===== src/adc_seq_pkg.sv =====
`default_nettype none
package adc_seq_pkg;

	localparam int unsigned CLK_HZ = 25_000_000;

	// Internal oscillator frequency of each product variant
	localparam int unsigned OSC_HZ_SLOW = 102_400;
	localparam int unsigned OSC_HZ_MID  = 112_640;
	localparam int unsigned OSC_HZ_FAST = 122_880;

	// Timing in internal oscillator periods
	localparam int unsigned CONV_OSC_PERIODS        = 8192;
	localparam int unsigned SETTLE_OSC_PERIODS      = 32;
	localparam int unsigned FIRST_EXTRA_OSC_PERIODS = 144;

	// Output word layout
	localparam int unsigned CODE_BITS          = 22;
	localparam int unsigned OVERFLOW_HIGH_BIT  = 22;
	localparam int unsigned OVERFLOW_LOW_BIT   = 23;
	localparam int unsigned WORD_BITS          = 24;

	// Counter widths
	localparam int unsigned SETTLE_W = 6;
	localparam int unsigned CONV_W   = 14;
	localparam int unsigned BIT_W    = 5;
	localparam int unsigned DIV_W    = 16;

	typedef enum logic [2:0] {
		ST_RESET,
		ST_SHUTDOWN,
		ST_SETTLE,
		ST_CONVERT,
		ST_SLEEP
	} seq_state_t;

	// System clock cycles per oscillator period, rounded to nearest
	function automatic int unsigned osc_div(input int unsigned hz);
		return (CLK_HZ + hz / 2) / hz;
	endfunction

endpackage
`default_nettype wire


===== src/pin_sync.sv =====
`timescale 1ns/100ps
`default_nettype none
module pin_sync #(
	parameter int unsigned WIDTH = 3
) (
	input  wire logic             i_clk,
	input  wire logic             i_reset_n,
	input  wire logic [WIDTH-1:0] i_async,
	output logic      [WIDTH-1:0] o_sync
);

	typedef struct packed {
		logic [WIDTH-1:0] meta;
		logic [WIDTH-1:0] stable;
	} sync_state_t;

	sync_state_t q;
	sync_state_t d;

	// First stage is read only by the second stage
	always_comb
	begin
		d.meta   = i_async;
		d.stable = q.meta;
	end

	always_ff @(posedge i_clk or negedge i_reset_n)
	begin
		if (!i_reset_n)
			q <= '0;
		else
			q <= d;
	end

	assign o_sync = q.stable;

endmodule
`default_nettype wire


===== src/osc_period_gen.sv =====
`timescale 1ns/100ps
`default_nettype none
module osc_period_gen #(
	parameter int unsigned OSC_HZ = adc_seq_pkg::OSC_HZ_SLOW
) (
	input  wire logic i_clk,
	input  wire logic i_reset_n,
	input  wire logic i_run,
	output logic      o_tick
);

	localparam int unsigned DIV_W = adc_seq_pkg::DIV_W;
	localparam int unsigned DIV   = adc_seq_pkg::osc_div(OSC_HZ);
	localparam logic [DIV_W-1:0] DIV_LAST = DIV_W'(DIV - 1);

	typedef struct packed {
		logic [adc_seq_pkg::DIV_W-1:0] cnt;
		logic                          tick;
	} osc_state_t;

	osc_state_t q;
	osc_state_t d;

	always_comb
	begin
		d      = q;
		d.tick = 1'b0;
		if (!i_run)
			d.cnt = '0;
		else if (q.cnt == DIV_LAST)
		begin
			// One pulse per oscillator period, fixed frequency per variant
			d.cnt  = '0;
			d.tick = 1'b1;
		end
		else
			d.cnt = q.cnt + 1'b1;
	end

	always_ff @(posedge i_clk or negedge i_reset_n)
	begin
		if (!i_reset_n)
			q <= '0;
		else
			q <= d;
	end

	// Gated so a tick in flight never leaks into shutdown
	assign o_tick = q.tick & i_run;

endmodule
`default_nettype wire


===== src/adc_power_state_sequencer.sv =====
`timescale 1ns/100ps
`default_nettype none
module adc_power_state_sequencer #(
	parameter int unsigned OSC_HZ       = adc_seq_pkg::OSC_HZ_SLOW,
	parameter int unsigned CONV_PERIODS = adc_seq_pkg::CONV_OSC_PERIODS
) (
	input  wire logic                               i_clk,
	input  wire logic                               i_reset_n,
	input  wire logic                               i_cs_n,
	input  wire logic                               i_sck,
	input  wire logic                               i_supply_ok,
	input  wire logic [adc_seq_pkg::CODE_BITS-1:0]  i_code,
	input  wire logic                               i_over_high,
	input  wire logic                               i_over_low,
	output logic                                    o_data_out_ready_pin,
	output logic                                    o_data_out_ready_oe,
	output logic                                    o_osc_run,
	output logic                                    o_analog_en,
	output logic                                    o_conv_active,
	output logic                                    o_conv_done
);

	localparam int unsigned SETTLE_W = adc_seq_pkg::SETTLE_W;
	localparam int unsigned CONV_W   = adc_seq_pkg::CONV_W;
	localparam int unsigned BIT_W    = adc_seq_pkg::BIT_W;
	localparam int unsigned WORD_W   = adc_seq_pkg::WORD_BITS;

	localparam logic [SETTLE_W-1:0] SETTLE_LAST =
		SETTLE_W'(adc_seq_pkg::SETTLE_OSC_PERIODS - 1);
	localparam logic [CONV_W-1:0] CONV_LAST = CONV_W'(CONV_PERIODS - 1);
	localparam logic [CONV_W-1:0] FIRST_LAST =
		CONV_W'(CONV_PERIODS + adc_seq_pkg::FIRST_EXTRA_OSC_PERIODS - 1);
	localparam logic [BIT_W-1:0] BIT_ALL = BIT_W'(WORD_W);

	typedef struct packed {
		adc_seq_pkg::seq_state_t st;
		logic                    first;
		logic [SETTLE_W-1:0]     settle_cnt;
		logic [CONV_W-1:0]       conv_cnt;
		logic                    sck_prev;
		logic [BIT_W-1:0]        bit_cnt;
		logic [WORD_W-1:0]       word;
		logic                    pin_out;
		logic                    pin_oe;
		logic                    osc_run;
		logic                    analog_en;
		logic                    conv_active;
		logic                    conv_done;
	} seq_regs_t;

	seq_regs_t q;
	seq_regs_t d;

	logic [2:0]        pins_s;
	logic              cs_n_s;
	logic              sck_s;
	logic              supply_ok_s;
	logic              tick;
	logic              sck_fall;
	logic [CONV_W-1:0] conv_last;
	logic [BIT_W-1:0]  bit_idx;

	pin_sync #(
		.WIDTH (3)
	) u_pin_sync (
		.i_clk     (i_clk),
		.i_reset_n (i_reset_n),
		.i_async   ({i_supply_ok, i_sck, i_cs_n}),
		.o_sync    (pins_s)
	);

	assign cs_n_s      = pins_s[0];
	assign sck_s       = pins_s[1];
	assign supply_ok_s = pins_s[2];

	// Oscillator period source, free of any serial edge
	osc_period_gen #(
		.OSC_HZ (OSC_HZ)
	) u_osc (
		.i_clk     (i_clk),
		.i_reset_n (i_reset_n),
		.i_run     (q.osc_run),
		.o_tick    (tick)
	);

	assign sck_fall  = q.sck_prev & ~sck_s;
	assign conv_last = q.first ? FIRST_LAST : CONV_LAST;

	always_comb
	begin
		d           = q;
		d.conv_done = 1'b0;
		d.sck_prev  = sck_s;
		bit_idx     = '0;
		case (q.st)
			adc_seq_pkg::ST_RESET:
			begin
				if (supply_ok_s)
				begin
					d.st    = adc_seq_pkg::ST_SETTLE;
					d.first = 1'b0;
				end
			end
			adc_seq_pkg::ST_SHUTDOWN:
			begin
				if (!cs_n_s)
				begin
					d.st    = adc_seq_pkg::ST_SETTLE;
					d.first = 1'b1;
				end
			end
			adc_seq_pkg::ST_SETTLE:
			begin
				if (cs_n_s)
					d.st = adc_seq_pkg::ST_SHUTDOWN;
				else if (tick)
				begin
					if (q.settle_cnt == SETTLE_LAST)
					begin
						d.settle_cnt = '0;
						d.st         = adc_seq_pkg::ST_CONVERT;
					end
					else
						d.settle_cnt = q.settle_cnt + 1'b1;
				end
			end
			adc_seq_pkg::ST_CONVERT:
			begin
				// Raising chip select aborts the conversion
				if (cs_n_s)
					d.st = adc_seq_pkg::ST_SHUTDOWN;
				else if (tick)
				begin
					if (q.conv_cnt == conv_last)
					begin
						d.conv_cnt  = '0;
						d.conv_done = 1'b1;
						d.bit_cnt   = '0;
						d.word      = {i_over_low, i_over_high, i_code};
						d.st        = adc_seq_pkg::ST_SLEEP;
					end
					else
						d.conv_cnt = q.conv_cnt + 1'b1;
				end
			end
			adc_seq_pkg::ST_SLEEP:
			begin
				if (cs_n_s)
					d.st = adc_seq_pkg::ST_SHUTDOWN;
				else if (sck_fall && q.bit_cnt != BIT_ALL)
					d.bit_cnt = q.bit_cnt + 1'b1;
			end
			default:
				d.st = adc_seq_pkg::ST_RESET;
		endcase

		// Monitor is off in shutdown, so a low supply is only seen elsewhere
		if (!supply_ok_s && q.st != adc_seq_pkg::ST_SHUTDOWN)
			d.st = adc_seq_pkg::ST_RESET;

		if (d.st == adc_seq_pkg::ST_RESET || d.st == adc_seq_pkg::ST_SHUTDOWN)
		begin
			d.settle_cnt = '0;
			d.conv_cnt   = '0;
			d.bit_cnt    = '0;
		end

		d.osc_run     = d.st != adc_seq_pkg::ST_RESET && d.st != adc_seq_pkg::ST_SHUTDOWN;
		d.analog_en   = d.st != adc_seq_pkg::ST_SHUTDOWN;
		d.conv_active = d.st == adc_seq_pkg::ST_CONVERT;

		// Pin is released whenever chip select is high
		d.pin_oe = !cs_n_s;
		if (d.st == adc_seq_pkg::ST_SLEEP)
		begin
			bit_idx   = BIT_ALL - d.bit_cnt;
			d.pin_out = (d.bit_cnt == '0) ? 1'b0 : d.word[bit_idx];
		end
		else
			d.pin_out = 1'b1;
	end

	always_ff @(posedge i_clk or negedge i_reset_n)
	begin
		if (!i_reset_n)
			q <= '0;
		else
			q <= d;
	end

	assign o_data_out_ready_pin = q.pin_out;
	assign o_data_out_ready_oe  = q.pin_oe;
	assign o_osc_run            = q.osc_run;
	assign o_analog_en          = q.analog_en;
	assign o_conv_active        = q.conv_active;
	assign o_conv_done          = q.conv_done;
endmodule
`default_nettype wire


===== config.mk =====
export PLATFORM = sky130hd
export DESIGN_NAME = adc_power_state_sequencer
export DESIGN_NICKNAME = d
export VERILOG_FILES = /design/src/adc_seq_pkg.sv /design/src/pin_sync.sv /design/src/osc_period_gen.sv /design/src/adc_power_state_sequencer.sv
export SDC_FILE = /design/constraint.sdc
export NUM_CORES = 1
export LEC_CHECK = 0
export BUFFER_PORTS_ARGS = -buffer_cell sky130_fd_sc_hd__buf_2
export CAP_MARGIN = 20
export CORE_MARGIN = 2
export CORE_UTILIZATION = 45
export CTS_BUF_LIST = sky130_fd_sc_hd__clkbuf_2
export DETAILED_ROUTE_END_ITERATION = 8
export HOLD_SLACK_MARGIN = 0.02
export PLACE_DENSITY_LB_ADDON = 0.08
export SLEW_MARGIN = 20
export SYNTH_ARGS = -nofsm -noshare
export SYNTH_HDL_FRONTEND = slang
export SYNTH_SLANG_ARGS = --single-unit

===== constraint.sdc =====
create_clock -name i_clk -period 8.3 [get_ports i_clk]
set_input_delay 1.66 -clock i_clk [delete_from_list [all_inputs] [get_ports i_clk]]
set_output_delay 1.66 -clock i_clk [all_outputs]
set_load 0.05 [all_outputs]

# [Yosys cells after proc, flatten, opt, wreduce, memory -nomap -nowiden]
# Index checks and enable logic that the tools add are counted.
[totals] reg_bits=83 inputBits=29 output_inout_bits=6 elab_cells=101
[op_classes] addsub=5 order_cmp=1 n_eq_ne=16 mux=42 bitwise=3 n_reduce_logical=17
[op_table] operator="29-bit two-way mux" count=3
[op_table] operator="14-bit two-way mux" count=5
[op_table] operator="16-bit two-way mux" count=2
[op_table] operator="24-bit two-way mux" count=1
[op_table] operator="3-bit two-way mux" count=8
[op_table] operator="6-bit two-way mux" count=4
[op_table] operator="20-bit two-way mux" count=1
[op_table] operator="16-bit by 1-bit adder with 16-bit output (second input constant)" count=1
[op_table] operator="16-bit by 8-bit == test with 1-bit output (second input constant)" count=1
[op_table] operator="5-bit two-way mux" count=3
[op_table] operator="3-bit case mux with 5 select lines" count=1
[op_table] operator="14-bit by 1-bit adder with 14-bit output (second input constant)" count=1
[op_table] operator="14-bit == test" count=1
[op_table] operator="5-bit case mux with 2 select lines" count=1
[op_table] operator="3-bit by 2-bit == test with 1-bit output (second input constant)" count=3
[op_table] operator="1-bit two-way mux" count=9
[op_table] operator="3-bit AND reduction" count=3
[op_table] operator="4-bit two-way mux" count=2
[op_table] operator="2-bit nonzero test" count=4
[op_table] operator="6-bit by 1-bit adder with 6-bit output (second input constant)" count=1
[op_table] operator="3-bit by 1-bit == test with 1-bit output (second input constant)" count=2
[op_table] operator="3-bit == test (second input constant)" count=2
[op_table] operator="6-bit by 5-bit == test with 1-bit output (second input constant)" count=1
[op_table] operator="3-bit zero test" count=2
[op_table] operator="other kinds (16)" count=22

# [Longest topological paths before layout]
# Gate-level depths: netlist (run 1).
[depth] word_depth=15 mapped_depth=17 depth_no_buf=15

# [Cells and area by module]
# A second synthesis (run 1) with hierarchy kept.
[hier_totals] cells_unflattened=385 area_unflattened_um2=4267.8
[modules_own_cells] mod="adc_power_state_sequencer" instances=1 cells_each=297 area_per_inst_um2=3218.1 seq_area_each_um2=1501.4
[modules_own_cells] mod="osc_period_gen" instances=1 cells_each=82 area_per_inst_um2=899.6 seq_area_each_um2=425.4
[modules_own_cells] mod="pin_sync" instances=1 cells_each=6 area_per_inst_um2=150.1 seq_area_each_um2=150.1

# [Worst setup path before layout (run 1)]
# Ideal clock, no wire load.
[synth_path] path_type="reg2reg" from="register q, in the netlist o_osc_run" to="register q, in the netlist o_data_out_ready_pin" setup_time_ns=0.125 t_arrival_ns=4.093 required_ns=8.175 slack_ns=4.082 path_stages_with_launch=17 path_buffers=3 period_less_slack_ns=4.218 cell_sequence="dfrtp_1 -> nand2_1 -> or4_1 -> buf_2 -> or4_4 -> buf_6 -> buf_6 -> nand3_1 -> o21ai_1 -> nand2_1 -> ha_1 -> nor3_1 -> nor2_2 -> mux2_2 -> mux4_2 -> a31oi_1 -> o21ai_1"
[synth_lines] element="start, declared" line_no="adc_power_state_sequencer.sv:51" source="seq_regs_t q;"
[synth_lines] element="start signal, assigned" line_no="adc_power_state_sequencer.sv:186" source="q <= '0;"
[synth_lines] element="start signal, assigned" line_no="adc_power_state_sequencer.sv:188" source="q <= d;"

==> results.txt, run 1 <==
worst r2r dst -> o_data_out_ready_pin
commonest cells after routing, fill and taps aside -> dfrtp_1 (83), nor2_1 (54), buf_2 (33)
crit end category -> register
crit-path cells -> nand2_2 > or4_1 > nor4_2 > o21ai_0 > inv_1 > nor2_1 > inv_2 > nand2_1 > ha_1 > nor3_1 > nor2_2 > mux2_2 > mux4_2 > a31oi_1 > o21ai_1
crit path max fanout -> 10
grt ovf -> 0
area leader, netlist -> dfrtp_1
Pre-antenna DRT Iters -> 4
FF-to-FF setup slack -> 3.79 ns
clock group share of total power -> 24.5%
Die Wd -> 99.7 um
H-tree levels -> 3
Reg area -> 2080 um^2
Starting Density -> 46.8%
worst-skew pair later-pin latency -> 0.51 ns
IO Port Bufs -> 34
drt wl/cell -> 14.7 um
Hold WC Path Type -> reg2reg
hold path start -> u_pin_sync.d[1]
internal power -> 0.488 mW
Setup TNS Final -> 0 ns
post-detailed-route count of antenna-violating nets -> 0
sw frac -> 29.5%
Yosys top cell area share -> 50.4%
CP Launch Type -> register
Cell Rows -> 34
hold path depth -> 0
post-route cell area -> 4460 um^2
Syn-to-layout area delta -> 8.10%
dominant synthesized flop cell -> dfrtp_1
Final Hold Viols -> 0
# DRC -> 0
Critical Path RT -> 8.71 ns
sw power -> 0.205 mW
via count -> 3008
vias per std cell -> 5.50
Critical R2R Launch -> q[58]
number of global-route vias before repair -> 3046
largest net degree at the start of global routing -> 84
Post-Syn Instances -> 400
Starting DRT DRC Count -> 66
CTS tree -> yes
Layout Skew -> 0.0172 ns
final worst-path cycle share -> 54.3%
Num CTS Buffers -> 9
postcts setup bufs -> 0
sequential share of power -> 63.4%
# diodes -> 0
Post-Synthesis Mean Instance Area -> 10.3 um^2
share of layout cells above drive strength 1 -> 20.5%
fin. max-slew vios -> 0
Bufs on Longest Clock Path -> 2
Final nets -> 470
Clock Tree Root -> clkbuf_2
most common cell after layout, fill and taps aside -> dfrtp_1
synthesized area -> 4120 um^2
# fillers -> 844
DPL Wire Length -> 5600 um
# clock sinks -> 83
CP peak stage delay -> 0.64 ns
core area -> 8810 um^2
max cap viols -> 0
DIE HEIGHT -> 99.7 um
hold buffers post-CTS -> 0
Post-Place Cell Area -> 4380 um^2
RSZ-0062 raised after global routing -> false
run status -> complete, no violations
I/O pin count -> 35
final setup vio count -> 0
headroom to the max-slew limit -> 50.8%
global-route usage over all layers -> 18.0%
P per Cell Area -> 155 nW/um^2
LEAKAGE -> 1.94 nW
initial antenna violation count -> 0
critical path's slowest cell -> or4_1
total of warnings raised by yosys -> 0
Setup CP Type -> reg2reg
worst reg-to-reg path cell count -> 15
first-pass GRT wire length -> 14400 um
flops & latches, synth -> 83
Crit path arrival time -> 4.92 ns
post-CTS sizing -> 0
Max Fclk -> 222 MHz
Post-synth ARST share -> 100%
minimum clock period -> 4.51 ns
Reg clk slew, reported paths -> 0.22 ns
Mapped Nets -> 435
die area -> 9950 um^2
number of synthesized flops with an enable pin -> 0
hold endpoint -> u_pin_sync.o_sync[1]
most area-consuming cells after synthesis -> dfrtp_1 (50%), mux2_2 (8.2%), nor2_1 (4.9%)
area occupied by multi-input gates -> 1930 um^2
sequential area share after synthesis -> 50.4%
worst slew pin tran -> 0.732 ns
Combinational Power Share -> 12.1%
Yosys cell types -> 55
worst vdd ir -> 0.0670 mV
final WL -> 8030 um
Final Wtd Congestion -> 0.830
-- metal layers --
layer	GRT usage, %	up-vias	part of all wire, %
met5	0	-	0
met2	27.1	52	46
met3	3.02	10	3.3
li1	-	1494	-
met4	6.11	0	1.3
met1	26.4	1452	50
-- cells by family (layout without fill, tap and decap cells) --
group           count (synthesis)  in the layout  share of synthesized area [%]
flops                          83             83                           50.4
mux                            36             36                           9.98
xor+xnor                       28             28                           5.95
buf+inv                        25             64                           2.91
compound gates                 51             51                           7.98
simple gates                  171            171                           21.0
fa+ha+maj                       6              6                           1.82
-- worst max-delay path: cells and delay by family (launching register included) --
family	cells	cell delay, ns
adder cells (fa/ha/maj)	1	0.32
AO/OA/AOI/OAI	3	0.47
buffers and inverters	2	0.20
AND/OR/NAND/NOR	7	2.08
flip-flops	1	0.56
multiplexers	2	0.79
-- synth_stat cells (3+ instances only) --
cell and instances:
o21ai_0 9, nor3_1 13, clkbuf_1 5, buf_2 3, ha_1 6, mux2_2 30
mux2i_1 4, o31ai_1 3, or4_1 3, xor2_1 19, nor4_1 6, nor2_1 54
or3_1 6, nand2_1 24, inv_1 11, buf_6 3, nand2b_1 3, nand3_1 22
xnor2_1 9, nor3b_1 3, dfrtp_1 83, and3_1 7, a21oi_1 18, nand4_1 15
-- registers in the layout, summed over array words and instances, names as in the netlist --
name and count:
o_analog_en 1, o_osc_run 1, u_osc.q 17, o_conv_active 1, o_data_out_ready_pin 1, o_data_out_ready_oe 1, q 54, u_pin_sync.d 3
o_conv_done 1, u_pin_sync.o_sync 3
-- worst max-delay path by stage --
stage | from | end | slack [ns] | cells past startpoint
3_3_place_gp | q[59] | o_data_out_ready_pin | 3.95 | 12
5_1_grt | q[57] | o_data_out_ready_pin | 3.38 | 15
3_5_place_dp | q[59] | o_data_out_ready_pin | 3.87 | 12
6_report | q[58] | o_data_out_ready_pin | 3.79 | 15
4_1_cts | q[59] | o_data_out_ready_pin | 3.82 | 14
2_1_floorplan | o_osc_run | o_data_out_ready_pin | 4.08 | 16
-- stage by stage --
| step | total power, mW | hold slack (ns) | instances | worst slack [ns] | utilization, % |
|---|---|---|---|---|---|
| after global placement | 0.532 | 0.334 | 532 | 3.95 | 49.7 |
| after detailed placement | 0.532 | 0.337 | 532 | 3.87 | 49.7 |
| final | 0.693 | 0.379 | 547 | 3.79 | 50.6 |
| after floorplan | 0.499 | 0.331 | 400 | 4.08 | - |
| after global routing | 0.736 | 0.413 | 547 | 3.38 | 50.6 |
| after CTS | 0.705 | 0.386 | 547 | 3.82 | 50.6 |
-- layout make-up --
type | count | area share [%]
multi-input combinational | 292 | 43.2
clock buffer | 9 | 1.01
timing repair buffer | 36 | 4.29
inverter | 13 | 1.09
tap | 108 | 3.03
clock inverter | 6 | 0.758
sequential | 83 | 46.6
-- power by group through the flow --
stage          sequential (mW)  clock [mW]  combinational, mW
2_1_floorplan            0.446           0             0.0526
3_5_place_dp             0.446           0             0.0863
5_1_grt                  0.443       0.197             0.0962
4_1_cts                  0.439       0.180             0.0863
3_3_place_gp             0.445           0             0.0861
6_report                 0.439       0.170             0.0838
Note: power is estimated with default switching activity, not from simulation.
==> inputs of run 2 (changes only) <==
Settings changed: ABC_AREA from default to 1.
Clock period 8.3 ns to 4.7 ns, I/O delays scaled along.
==> results.txt, run 2 <==
post-CTS sizing -> 0
# diodes -> 0
crit-path leading delay family -> simple AND/OR/NAND/NOR gates
global-route usage over all layers -> 18.2%
GRT busiest layer -> met2
run status -> complete, no violations
headroom to the max-slew limit -> 50.8%
P per Cell Area -> 254 nW/um^2
hold path depth -> 0
largest family of logic cells by synthesized area -> simple AND/OR/NAND/NOR gates
Clock Tree Root -> clkbuf_2
max cap viols -> 0
Synth Area in Simple Gates -> 30.1%
Yosys cell types -> 37
initial antenna violation count -> 0
placed cell count -> 672
CP Launch Type -> register
DPL Wire Length -> 5900 um
dominant synthesized flop cell -> dfrtp_1
# DRC -> 0
# clock sinks -> 83
Layout Skew -> 0.0410 ns
flops & latches, synth -> 83
hold path start -> u_pin_sync.d[0]
Largest register FFs -> 54
CTS tree -> yes
commonest cells after routing, fill and taps aside -> nand2_1 (128), inv_1 (85), dfrtp_1 (83)
number of synthesized flops with an enable pin -> 0
Yosys top cell area share -> 48.9%
worst path bufs/invs -> 1
CP dominant cell by count -> nand3_1
Post-synth ARST share -> 100%
Critical Path RT -> 5.17 ns
Syn-to-layout area delta -> 7.92%
RSZ-0062 raised after global routing -> false
Post-Syn Instances -> 540
crit-path cells -> ha_1 > nand3_1 > nor2_2 > and2_4 > nand3_4 > o21ai_2 > nand2_1 > nand2_2 > nand2_2 > ha_1 > inv_1 > nand3_1 > nand3_1 > nand3_1 > a21oi_1 > nand2_1 > nand2_1
Critical R2R Launch -> q[36]
I/O pin count -> 35
Crit path arrival time -> 3.91 ns
Reg clk slew, reported paths -> 0.24 ns
H-tree levels -> 3
worst r2r dst -> o_data_out_ready_pin
Hold WC Path Type -> reg2reg
sequential area share after synthesis -> 48.9%
Setup TNS Final -> 0 ns
most common cell after layout, fill and taps aside -> nand2_1
FF-to-FF setup slack -> 1.26 ns
largest net degree at the start of global routing -> 84
Final Hold Viols -> 0
Starting DRT DRC Count -> 135
CP peak stage delay -> 0.46 ns
grt ovf -> 0
Post-Synthesis Mean Instance Area -> 7.87 um^2
GR Layer Usage met3 -> 2.83%
crit end category -> register
final WL -> 8330 um
Mapped Nets -> 575
core area -> 9200 um^2
adder-cell share of the synthesized area -> 1.77%
routing usage on met2 -> 31.1%
share of layout cells above drive strength 1 -> 12.0%
Finished Core Util -> 49.9%
Starting Density -> 46.2%
Die Wd -> 101 um
Setup CP Type -> reg2reg
total of warnings raised by yosys -> 0
mux cell area share after synthesis -> 0%
most common cell in the netlist -> nand2_1
Hold Worst Slack -> 0.382 ns
Num CTS Buffers -> 9
postcts setup bufs -> 0
hold buffers post-CTS -> 0
vias per std cell -> 4.94
worst slew pin tran -> 0.738 ns
die area -> 10200 um^2
final worst-path cycle share -> 73.2%
fin. max-slew vios -> 0
Final nets -> 607
hold endpoint -> u_pin_sync.o_sync[0]
IO Port Bufs -> 34
Non-Filler Instances -> 688
Max Fclk -> 291 MHz
area leader, netlist -> dfrtp_1
Largest regs -> q x54, u_osc.q x17
Cell Rows -> 35
Pre-antenna DRT Iters -> 6
LEAKAGE -> 2.35 nW
critical path's slowest cell -> ha_1
Top reg by flops -> q
final setup vio count -> 0
minimum clock period -> 3.44 ns
Place WS -> 1.28 ns
most frequent cells after synthesis -> nand2_1 (128), inv_1 (85), dfrtp_1 (83)
PnR worst setup slack -> 1.26 ns
most area-consuming cells after synthesis -> dfrtp_1 (49%), nand2_1 (11%), inv_1 (7.5%)
worst-skew pair later-pin latency -> 0.53 ns
worst reg-to-reg path cell count -> 17
grt met1 use -> 23.6%
number of global-route vias before repair -> 3364
first-pass GRT wire length -> 14900 um
Bufs on Longest Clock Path -> 2
Final Wtd Congestion -> 0.855
DIE HEIGHT -> 101 um
Compound-Gate Fraction of Synth Area -> 7.15%
crit path max fanout -> 44
drt wl/cell -> 12.1 um
worst vdd ir -> 0.127 mV
synthesized area -> 4250 um^2
post-detailed-route count of antenna-violating nets -> 0
xor/xnor share of the synthesized area -> 2.47%
via count -> 3399
==> run 2: how the worst max path moves through the flow <==
| stage | from | end | slack (ns) | cells after the start |
|---|---|---|---|---|
| 6_report | q[36] | o_data_out_ready_pin | 1.26 | 17 |
| 3_5_place_dp | q[40] | o_data_out_ready_pin | 1.28 | 19 |
| 2_1_floorplan | o_osc_run | o_data_out_ready_pin | 2.00 | 17 |
| 3_3_place_gp | q[40] | o_data_out_ready_pin | 1.39 | 19 |
| 4_1_cts | q[40] | o_data_out_ready_pin | 1.24 | 19 |
| 5_1_grt | q[44] | o_data_out_ready_pin | 0.78 | 19 |
==> run 2: area by class of cell <==
| class | count | area [um^2] |
|---|---|---|
| fillers | 925 | 4610 |
| repair buffers | 34 | 176 |
| clock buffers | 9 | 45.0 |
| well taps | 111 | 139 |
| inverters | 89 | 334 |
| flip-flops and latches | 83 | 2080 |
| multi-input cells | 355 | 1760 |
| clock inverters | 7 | 51.3 |
==> run 2: routing by layer <==
metal	share of wire, %	wire [um]
met2	47	3900
met4	1.3	106
met5	0	0
met1	49	4090
met3	2.7	228
==> run 2: power breakdown <==
part | switching (mW) | total (mW) | internal, mW
Clock | 0.265 | 0.338 | 0.0732
Combinational | 0.0662 | 0.0892 | 0.0230
Sequential | 0.00915 | 0.735 | 0.726
==> run 2: logic make-up (layout without fill, tap and decap cells) <==
family,Yosys count,in the layout
simple gates,283,283
buf+inv,102,139
fa+ha+maj,6,6
xor+xnor,12,12
flops,83,83
compound gates,54,54
==> run 2: through the flow <==
step | instance area, um^2 | power, mW
floorplan | 4250 | 0.803
global placement | 4490 | 0.838
detailed placement | 4490 | 0.839
CTS | 4580 | 1.18
global route | 4590 | 1.22
finish | 4590 | 1.16
==> run 2: worst register-to-register path, stage by stage (launching register included) <==
cell and delay [ns]:
dfrtp_1 0.44, ha_1 0.18, nand3_1 0.11, nor2_2 0.14, and2_4 0.17, nand3_4 0.36
o21ai_2 0.17, nand2_1 0.10, nand2_2 0.32, nand2_2 0.28, ha_1 0.46, inv_1 0.19
nand3_1 0.10, nand3_1 0.08, nand3_1 0.07, a21oi_1 0.13, nand2_1 0.06, nand2_1 0.05
